[config.mk]
export PLATFORM = sky130hd
export DESIGN_NAME = rir_irq_pin_route
export DESIGN_NICKNAME = d
export VERILOG_FILES = /design/src/shared/rir_pkg.sv /design/src/logic/rir_pin_sync.sv /design/src/logic/rir_irq_pin_route.sv
export VERILOG_INCLUDE_DIRS = /design/src /design/src/shared
export SDC_FILE = /design/constraint.sdc
export NUM_CORES = 1
export LEC_CHECK = 0
export ABC_AREA = 1
export BUFFER_PORTS_ARGS = -buffer_cell sky130_fd_sc_hd__buf_4
export CORE_MARGIN = 2
export CORE_UTILIZATION = 52
export CTS_CLUSTER_SIZE = 10
export DETAILED_ROUTE_END_ITERATION = 8
export HOLD_SLACK_MARGIN = 0.08
export PLACE_DENSITY_LB_ADDON = 0.1
export SLEW_MARGIN = 40
export SYNTH_ARGS = -nofsm -noshare
export SYNTH_HDL_FRONTEND = slang
export SYNTH_SLANG_ARGS = --single-unit
[constraint.sdc]
create_clock -name mclk_i -period 1.45 [get_ports mclk_i]
set_clock_uncertainty 0.2 [all_clocks]
set_input_delay 0.29 -clock mclk_i [delete_from_list [all_inputs] [get_ports mclk_i]]
set_output_delay 0.29 -clock mclk_i [all_outputs]
set_load 0.02 [all_outputs]
[src/shared/rir_cfg.svh]
`ifndef RIR_CFG_SVH
`define RIR_CFG_SVH

// Register byte addresses on the internal register port.
`define RIR_CONF_BASE 8'h02
`define RIR_MASK_BASE 8'h90
`define RIR_STAT_BASE 8'hFA

// Pin configuration byte fields.
`define RIR_SEL_MSB 7
`define RIR_SEL_LSB 3
`define RIR_MODE_MSB 1
`define RIR_MODE_LSB 0

// Reset values.
`define RIR_CONF_RST 8'hA2
`define RIR_MASK_RST 32'h0000_0000
`define RIR_FLAG_RST 32'h0000_0000

// Pin mode codes.
`define RIR_MODE_IN 2'h1
`define RIR_MODE_OUT_LP 2'h2
`define RIR_MODE_OUT_HP 2'h3

// Output selection code carrying the request.
`define RIR_OSEL_IRQ 5'h00

// Input selection codes.
`define RIR_ISEL_TX_CMD 5'h00
`define RIR_ISEL_RX_CMD 5'h01
`define RIR_ISEL_TX_DATA 5'h02
`define RIR_ISEL_WAKEUP 5'h03
`define RIR_ISEL_LF_CLK 5'h04

// Event flag positions and implemented flag set.
`define RIR_BIT_WAKEUP 15
`define RIR_BIT_READY 16
`define RIR_FLAG_IMPL 32'h603F_FFFF

`endif

[src/shared/rir_pkg.sv]
package rir_pkg;

  // Sources for output selection codes 31 down to 1; code 0 is the request.
  typedef struct packed {
    logic wait_rc_cal;
    logic synthesizer_enable;
    logic wait_vco_cal;
    logic wait_pm_settle;
    logic wait_osc_settled;
    logic wait_lock_timer;
    logic wait_lock_det;
    logic lock_state;
    logic not_sleep_stby;
    logic sleep_stby;
    logic smps_enable;
    logic const_low;
    logic const_high;
    logic tx_or_rx;
    logic mcu_clk;
    logic carrier_sense;
    logic sync_flag;
    logic preamble_flag;
    logic ant_switch;
    logic rx_fifo_aempty;
    logic rx_fifo_afull;
    logic rx_state;
    logic rx_clk;
    logic rx_data;
    logic tx_fifo_afull;
    logic tx_fifo_aempty;
    logic tx_state;
    logic tx_data_clk;
    logic low_battery;
    logic wakeup_timer_expired;
    logic por_n;
  } rir_out_src_t;

  // Functions taken from pins in input mode.
  typedef struct packed {
    logic tx_cmd;
    logic rx_cmd;
    logic tx_data;
    logic ext_wakeup;
    logic ext_lf_clk;
  } rir_pin_in_t;

endpackage

[src/logic/rir_pin_sync.sv]
`timescale 1ns/1ps
// Three-stage pin synchroniser; the level follows once stages two and three agree.
module rir_pin_sync (
  // Clock and reset
  input wire logic mclk_i,
  input wire logic rst_n_i,
  // Pin
  input wire logic pin_i,
  output logic level_o
);

  logic s1_ff;
  logic s2_ff;
  logic s3_ff;
  logic level_ff;
  wire agree = (s2_ff == s3_ff);

  always_ff @(posedge mclk_i or negedge rst_n_i) begin
    if (!rst_n_i) begin
      s1_ff <= 1'h0;
      s2_ff <= 1'h0;
      s3_ff <= 1'h0;
      level_ff <= 1'h0;
    end else begin
      s1_ff <= pin_i;
      s2_ff <= s1_ff;
      s3_ff <= s2_ff;
      if (agree) begin
        level_ff <= s3_ff;
      end
    end
  end

  assign level_o = level_ff;

endmodule

[src/logic/rir_irq_pin_route.sv]
`timescale 1ns/1ps
`include "rir_cfg.svh"
// Operation
// - Code 0 drives active-low request on pin
// - Packet events use flag bits 0 to 11
// - Signal quality events use bits 12 to 14
// - Device status events use bits 15 to 21
// - RX timeout bit 29, AES done bit 30
// - Flag bits read high after event, four bytes
// - Reading status clears the flags read
// - Mask bit zero blocks that event's request
// - Wake flag set only while crystal runs
// - Ready flag set on settled ready entry
// - Four pins, each separately configured
// - Codes 1-3: reset_n, wake expired, low battery
// - Codes 4-8: TX clock, state, FIFO, RX data
// - Further status and constant outputs selectable
// - Internal sequencing states selectable on pins
// - Input codes 0,1 trigger TX, RX commands
// - Input codes 2,3: TX data, external wake
// - Input code 4 low-rate clock; 5-31 unused
// - Mode 01 input, 10 low, 11 high power
// - Host reaches registers through the serial link
module rir_irq_pin_route
  import rir_pkg::*;
(
  // Clock and reset
  input wire logic mclk_i,
  input wire logic rst_n_i,
  // Register port from the serial link engine
  input wire logic [7:0] reg_addr_i,
  input wire logic reg_wr_i,
  input wire logic reg_rd_i,
  input wire logic [7:0] reg_wdata_i,
  output logic [7:0] reg_rdata_o,
  // Events and state
  input wire logic [31:0] evt_i,
  input wire logic xo_running_i,
  input wire logic ready_state_i,
  input wire logic osc_settled_i,
  input wire rir_out_src_t dev_sig_i,
  // Pins
  input wire logic [3:0] pin_i,
  output logic [3:0] pin_o,
  output logic [3:0] pin_oe_n_o,
  output logic [3:0] pin_hp_o,
  // Pin input functions and request
  output rir_pin_in_t pin_in_o,
  output logic irq_request_n_o
);

  logic [31:0] flags_ff;
  logic [31:0] mask_ff;
  logic [7:0] conf_ff [4];
  logic [7:0] rdata_ff;
  logic irq_n_ff;
  logic wut_prev_ff;
  logic wut_pend_ff;
  logic rdy_prev_ff;
  logic [3:0] lvl_prev_ff;
  logic [3:0] pin_o_ff;
  logic [3:0] oe_n_ff;
  logic [3:0] hp_ff;
  rir_pin_in_t pin_in_ff;

  logic [3:0] lvl;
  logic [3:0] conf_hit;
  logic [3:0] mask_hit;
  logic [3:0] stat_hit;
  logic [7:0] conf_term [4];
  logic [7:0] mask_term [4];
  logic [7:0] stat_term [4];
  logic [31:0] rd_clr;
  logic [3:0] drive;
  logic [3:0] in_mode;
  logic [3:0] nxt_pin_o;
  logic [3:0] is_tx_cmd;
  logic [3:0] is_rx_cmd;
  logic [3:0] is_tx_data;
  logic [3:0] is_wakeup;
  logic [3:0] is_lf_clk;

  // The request itself is code 0; the remaining codes follow the source struct.
  wire [31:0] out_src = {dev_sig_i, irq_n_ff};

  // Wake flag waits until the crystal clock is available to the state machine.
  wire wut_rise = dev_sig_i.wakeup_timer_expired & ~wut_prev_ff;
  wire wut_set = (wut_pend_ff | wut_rise) & xo_running_i;
  wire nxt_wut_pend = (wut_pend_ff | wut_rise) & ~xo_running_i;
  wire rdy_cond = ready_state_i & osc_settled_i;
  wire rdy_set = rdy_cond & ~rdy_prev_ff;

  wire [31:0] set_vec = {evt_i[31:17], rdy_set, wut_set, evt_i[14:0]} & `RIR_FLAG_IMPL;
  // A new event wins over the read clear in the same cycle.
  wire [31:0] nxt_flags = (flags_ff & ~rd_clr) | set_vec;
  wire nxt_irq_n = ~|(flags_ff & mask_ff);

  genvar g;
  generate
    for (g = 0; g < 4; g = g + 1) begin : g_byte
      assign conf_hit[g] = (reg_addr_i == `RIR_CONF_BASE + 8'(3 - g));
      assign mask_hit[g] = (reg_addr_i == `RIR_MASK_BASE + 8'(3 - g));
      assign stat_hit[g] = (reg_addr_i == `RIR_STAT_BASE + 8'(3 - g));
      assign conf_term[g] = conf_hit[g] ? conf_ff[g] : 8'h00;
      assign mask_term[g] = mask_hit[g] ? mask_ff[g*8 +: 8] : 8'h00;
      assign stat_term[g] = stat_hit[g] ? flags_ff[g*8 +: 8] : 8'h00;
      assign rd_clr[g*8 +: 8] = {8{reg_rd_i & stat_hit[g]}};

      always_ff @(posedge mclk_i or negedge rst_n_i) begin
        if (!rst_n_i) begin
          mask_ff[g*8 +: 8] <= 8'(`RIR_MASK_RST >> (8 * g));
        end else if (reg_wr_i && mask_hit[g]) begin
          mask_ff[g*8 +: 8] <= reg_wdata_i;
        end
      end
    end

    for (g = 0; g < 4; g = g + 1) begin : g_pin
      wire [4:0] sel = conf_ff[g][`RIR_SEL_MSB:`RIR_SEL_LSB];
      wire [1:0] mode = conf_ff[g][`RIR_MODE_MSB:`RIR_MODE_LSB];

      rir_pin_sync u_sync (
        .mclk_i(mclk_i),
        .rst_n_i(rst_n_i),
        .pin_i(pin_i[g]),
        .level_o(lvl[g])
      );

      assign in_mode[g] = (mode == `RIR_MODE_IN);
      assign drive[g] = (mode == `RIR_MODE_OUT_LP) | (mode == `RIR_MODE_OUT_HP);
      assign nxt_pin_o[g] = drive[g] & out_src[sel];
      assign is_tx_cmd[g] = in_mode[g] & (sel == `RIR_ISEL_TX_CMD) & lvl[g] & ~lvl_prev_ff[g];
      assign is_rx_cmd[g] = in_mode[g] & (sel == `RIR_ISEL_RX_CMD) & lvl[g] & ~lvl_prev_ff[g];
      assign is_tx_data[g] = in_mode[g] & (sel == `RIR_ISEL_TX_DATA) & lvl[g];
      assign is_wakeup[g] = in_mode[g] & (sel == `RIR_ISEL_WAKEUP) & lvl[g];
      assign is_lf_clk[g] = in_mode[g] & (sel == `RIR_ISEL_LF_CLK) & lvl[g];

      always_ff @(posedge mclk_i or negedge rst_n_i) begin
        if (!rst_n_i) begin
          conf_ff[g] <= `RIR_CONF_RST;
          lvl_prev_ff[g] <= 1'h0;
          pin_o_ff[g] <= 1'h0;
          oe_n_ff[g] <= 1'h1;
          hp_ff[g] <= 1'h0;
        end else begin
          if (reg_wr_i && conf_hit[g]) begin
            conf_ff[g] <= reg_wdata_i;
          end
          lvl_prev_ff[g] <= lvl[g];
          pin_o_ff[g] <= nxt_pin_o[g];
          oe_n_ff[g] <= ~drive[g];
          hp_ff[g] <= (mode == `RIR_MODE_OUT_HP);
        end
      end
    end
  endgenerate

  wire [7:0] rd_mux = conf_term[0] | conf_term[1] | conf_term[2] | conf_term[3] |
                      mask_term[0] | mask_term[1] | mask_term[2] | mask_term[3] |
                      stat_term[0] | stat_term[1] | stat_term[2] | stat_term[3];

  wire rir_pin_in_t nxt_pin_in = '{tx_cmd: |is_tx_cmd, rx_cmd: |is_rx_cmd, tx_data: |is_tx_data,
                                   ext_wakeup: |is_wakeup, ext_lf_clk: |is_lf_clk};

  always_ff @(posedge mclk_i or negedge rst_n_i) begin
    if (!rst_n_i) begin
      flags_ff <= `RIR_FLAG_RST;
      irq_n_ff <= 1'h1;
      wut_prev_ff <= 1'h0;
      wut_pend_ff <= 1'h0;
      rdy_prev_ff <= 1'h0;
    end else begin
      flags_ff <= nxt_flags;
      irq_n_ff <= nxt_irq_n;
      wut_prev_ff <= dev_sig_i.wakeup_timer_expired;
      wut_pend_ff <= nxt_wut_pend;
      rdy_prev_ff <= rdy_cond;
    end
  end

  always_ff @(posedge mclk_i or negedge rst_n_i) begin
    if (!rst_n_i) begin
      rdata_ff <= 8'h00;
      pin_in_ff <= '0;
    end else begin
      if (reg_rd_i) begin
        rdata_ff <= rd_mux;
      end
      pin_in_ff <= nxt_pin_in;
    end
  end

  assign reg_rdata_o = rdata_ff;
  assign irq_request_n_o = irq_n_ff;
  assign pin_o = pin_o_ff;
  assign pin_oe_n_o = oe_n_ff;
  assign pin_hp_o = hp_ff;
  assign pin_in_o = pin_in_ff;

  // Checks on the request, flag and pin paths.
  irq_assert_a: assert property (@(posedge mclk_i) disable iff (!rst_n_i)
    (|(flags_ff & mask_ff)) |=> !irq_request_n_o)
    else $error("Request not asserted for unmasked flag.");

  mask_block_a: assert property (@(posedge mclk_i) disable iff (!rst_n_i)
    (mask_ff == 32'h0000_0000) |=> irq_request_n_o)
    else $error("Request asserted with every event masked.");

  read_clear_a: assert property (@(posedge mclk_i) disable iff (!rst_n_i)
    (reg_rd_i && stat_hit[0] && set_vec[7:0] == 8'h00) |=> (flags_ff[7:0] == 8'h00) && (reg_rdata_o == $past(flags_ff[7:0])))
    else $error("Status byte not returned and cleared on read.");

  packet_set_a: assert property (@(posedge mclk_i) disable iff (!rst_n_i)
    evt_i[0] |=> flags_ff[0] ##1 (flags_ff[0] || $past(reg_rd_i && stat_hit[0])))
    else $error("Packet event flag lost.");

  quality_set_a: assert property (@(posedge mclk_i) disable iff (!rst_n_i)
    evt_i[13] |=> flags_ff[13])
    else $error("Quality event flag not set.");

  aes_set_a: assert property (@(posedge mclk_i) disable iff (!rst_n_i)
    (evt_i[30] && evt_i[29]) |=> (flags_ff[30] && flags_ff[29]))
    else $error("Timeout or AES flag not set.");

  reserved_zero_a: assert property (@(posedge mclk_i) disable iff (!rst_n_i)
    (flags_ff[28:22] == 7'h00) && !flags_ff[31])
    else $error("Unused flag bit became set.");

  wake_gate_a: assert property (@(posedge mclk_i) disable iff (!rst_n_i)
    $rose(flags_ff[`RIR_BIT_WAKEUP]) |-> $past(xo_running_i))
    else $error("Wake flag set without crystal clock.");

  ready_set_a: assert property (@(posedge mclk_i) disable iff (!rst_n_i)
    (rdy_cond && !rdy_prev_ff) |=> flags_ff[`RIR_BIT_READY])
    else $error("Ready flag not set on settled ready entry.");

  irq_route_a: assert property (@(posedge mclk_i) disable iff (!rst_n_i)
    (drive[0] && conf_ff[0][`RIR_SEL_MSB:`RIR_SEL_LSB] == `RIR_OSEL_IRQ) |=>
      (pin_o[0] == $past(irq_request_n_o)) && !pin_oe_n_o[0])
    else $error("Pin does not carry the request.");

  input_float_a: assert property (@(posedge mclk_i) disable iff (!rst_n_i)
    in_mode[1] |=> pin_oe_n_o[1] && !pin_hp_o[1])
    else $error("Input pin is being driven.");

  tx_cmd_a: assert property (@(posedge mclk_i) disable iff (!rst_n_i)
    is_tx_cmd[2] |=> pin_in_o.tx_cmd ##1 !pin_in_o.tx_cmd)
    else $error("TX command not a single pulse.");

  irq_seen_c: cover property (@(posedge mclk_i) disable iff (!rst_n_i) $fell(irq_request_n_o));
  read_clr_c: cover property (@(posedge mclk_i) disable iff (!rst_n_i) reg_rd_i && |stat_term[1]);
  wake_pend_c: cover property (@(posedge mclk_i) disable iff (!rst_n_i) wut_pend_ff ##1 wut_set);
  rx_cmd_c: cover property (@(posedge mclk_i) disable iff (!rst_n_i) pin_in_o.rx_cmd);

endmodule

==> out/qor.csv <==
metric;value;unit
switching_share;0.288;
min_path_cells;5;
crit_path_start_kind;flip-flop;
post_dp_cell_area;9830;um2
p_per_area;974;nW/um2
die_h;127;um
cts.clk_slew.worst_paths;0.07;ns
ant_nets;0;
synth_cells;1104;
min_path_type;in2reg;
synth-edff-count;0;
multi_input_area;3960;um2
overflow;0;
violations;negative setup slack;
mostFrequentLayoutCells;305 x nand2_1, 189 x buf_4, 143 x nor2_1, 121 x dfrtp_1, 108 x nand3_1;
yosys_warnings;0;
max_cap_viol_count;0;
combinationalPowerShare;0.176;
pin_count;116;
hold_end;wut_pend_ff;
end_kind;output port;
post_route_cells_drive_above_1_share;0.299;
grt_antenna_before_repair;0;
grt.total_usage;0.361;
start_util;0.526;
power;11.1;mW
critPathArrivalTime;1.24;ns
worst_pin_slew;0.479;ns
post-route-period-util;1.20;
dieArea;16200;um2
max_freq;576;MHz
first_global_vias;8234;
netlist_area;7910;um2
antenna_cells;0;
crit_fanout;2;
finalSetupTns;-1.52;ns
final_cells;1564;
switchingPower;3.19;mW
via_per_inst;5.52;
hp-start;dev_sig_i[1];
portBuffers;105;
yosys.cell_types.count;30;
place.gp.congestion;1.01;
drc;0;
syn_nets;1194;
drv_slew;0;
die_w;127;um
tritoncts;yes;
period_needed;1.73;ns
synth_simple_gate_area_frac;0.357;
critical_path_class;reg2out;
yosys_register_bits;145;
grt_max_degree;54;
peakVddDrop;0.00120;V
dp_cells;1486;
wl_per_cell;18.4;um
clk_path_buf_depth;2;
holdWs;0.0884;ns
clkPwrFrac;0.425;
yosys.area_share.adder;0.00506;
via_count;8641;
ys.flop_type;dfrtp_1;
synth_top_family_by_area;simple AND/OR/NAND/NOR gates;
first_pass_iters;6;
hold_viol_final;0;
clock_sinks;145;
dp_hpwl;20300;um
rsz0062_at_grt;yes;
p_leak;5.82;nW
insertion_delay;0.44;ns
rr_endpoint;pin_o[1];
fp-row-count;45;
muxShareOfSynthArea;0;
grt_pass1_wl;44400;um
syn_avg_cell_area;7.16;um2
totalWireLength;28800;um
synthXorXnorAreaFrac;0;
seq_area;3660;um2
final_nets;1453;
seqPwrFrac;0.399;
final_area;11400;um2
cts_max_level;4;
fin_ws;-0.285;ns
timing.rr.start;conf_ff[19];
cts_made_buffers;17;
synthArstFlopShare;1.00;
synth_compound_area_frac;0.0956;
seq_area_frac_synth;0.462;
first_iter_violations;844;
status;finished with violations;
rrSetupSlack;-0.17;ns
core-area;15000;um2
syn_to_final_growth;43.8;%
layout_commonest_cell;nand2_1;
r2r_cells;9;
setup_viol;20;
internal-power;7.88;mW
cp.required;0.96;ns
timing.slew.headroom;0.681;
clockRootBuffer;clkbuf_16;
fillCellCount;1135;
==> worst max-delay path by stage <==
stage	start	end	slack, ns
final	irq_request_n_o	irq_request_n_o	-0.28
after global routing	irq_request_n_o	irq_request_n_o	-0.28
after CTS	irq_request_n_o	irq_request_n_o	-0.27
after detailed placement	reg_addr_i[6]	flags_ff[12]	-0.34
after global placement	reg_addr_i[6]	flags_ff[14]	-0.33
after floorplan	reg_addr_i[3]	mask_ff[29]	-0.04
==> per-layer routing <==
layer / wire (um) / track usage / up-vias
li1: - / - / 4044
met1: 12000 / 0.505 / 4064
met2: 13300 / 0.557 / 458
met3: 2770 / 0.0821 / 75
met4: 810 / 0.125 / 0
met5: 0 / 0 / -
==> Yosys cell counts (6+ instances only) <==
library cell | number | area (um2)
nand2_1 | 335 | 1260
nor2_1 | 169 | 634
dfrtp_1 | 128 | 3200
nand3_1 | 121 | 606
inv_1 | 119 | 447
o21ai_0 | 82 | 410
buf_2 | 24 | 120
nand4_1 | 19 | 119
o21bai_1 | 18 | 135
dfstp_2 | 17 | 447
o21ai_1 | 10 | 50.1
a21oi_1 | 8 | 40.0
nand3_2 | 7 | 70.1
nor2_2 | 6 | 37.5
==> logic make-up after synthesis <==
logic type                 Yosys count
AOI/OAI and AO/OA                  133
adders and majority gates            4
buffers and inverters              155
DFF                                145
and+or+nand+nor                    667
==> cell type report <==
cell class / count / share of cell area
Clock buffer: 17 / 0.0374
Clock inverter: 15 / 0.0172
Inverter: 121 / 0.0402
Multi-Input combinational cell: 804 / 0.348
Sequential cell: 145 / 0.322
Tap cell: 188 / 0.0207
Timing Repair Buffer: 274 / 0.215
==> state kept, by name (all words and copies together) (netlist names), 5 cells and up <==
name / cells
reg_rdata_o: 8
conf_ff: 32
mask_ff: 32
pin_in_o: 5
flags_ff: 32
==> per-stage QoR <==
step | setup slack (ns) | utilization
final | -0.285 | 0.756
after global routing | -0.282 | 0.756
after CTS | -0.270 | 0.730
after detailed placement | -0.344 | 0.654
after global placement | -0.335 | 0.654
after floorplan | -0.0436 | -
==> power by group through the flow <==
stage               clock (mW)  sequential, mW  combinational, mW
floorplan                    0            4.46              0.698
global placement             0            4.46               1.58
detailed placement           0            4.46               1.59
CTS                       4.71            4.39               1.80
global route              4.89            4.43               2.11
finish                    4.70            4.41               1.95
==> worst max-delay path, stage by stage, from the launching register on <==
cell	delay, ns
dfstp_2	0.59
buf_6	0.11
buf_6	0.10
==> repair_timing <==
item | 4_1_cts | 5_1_grt
hold buffers | 34 | 0
setup endpoints to repair | 28 | 67
resized for setup | 50 | 117
pin swaps | 8 | 50
buffers inserted | 5 | 11
endpoints found under the hold margin | 181 | 0
No activity file was read; power rests on OpenSTA's default activity.
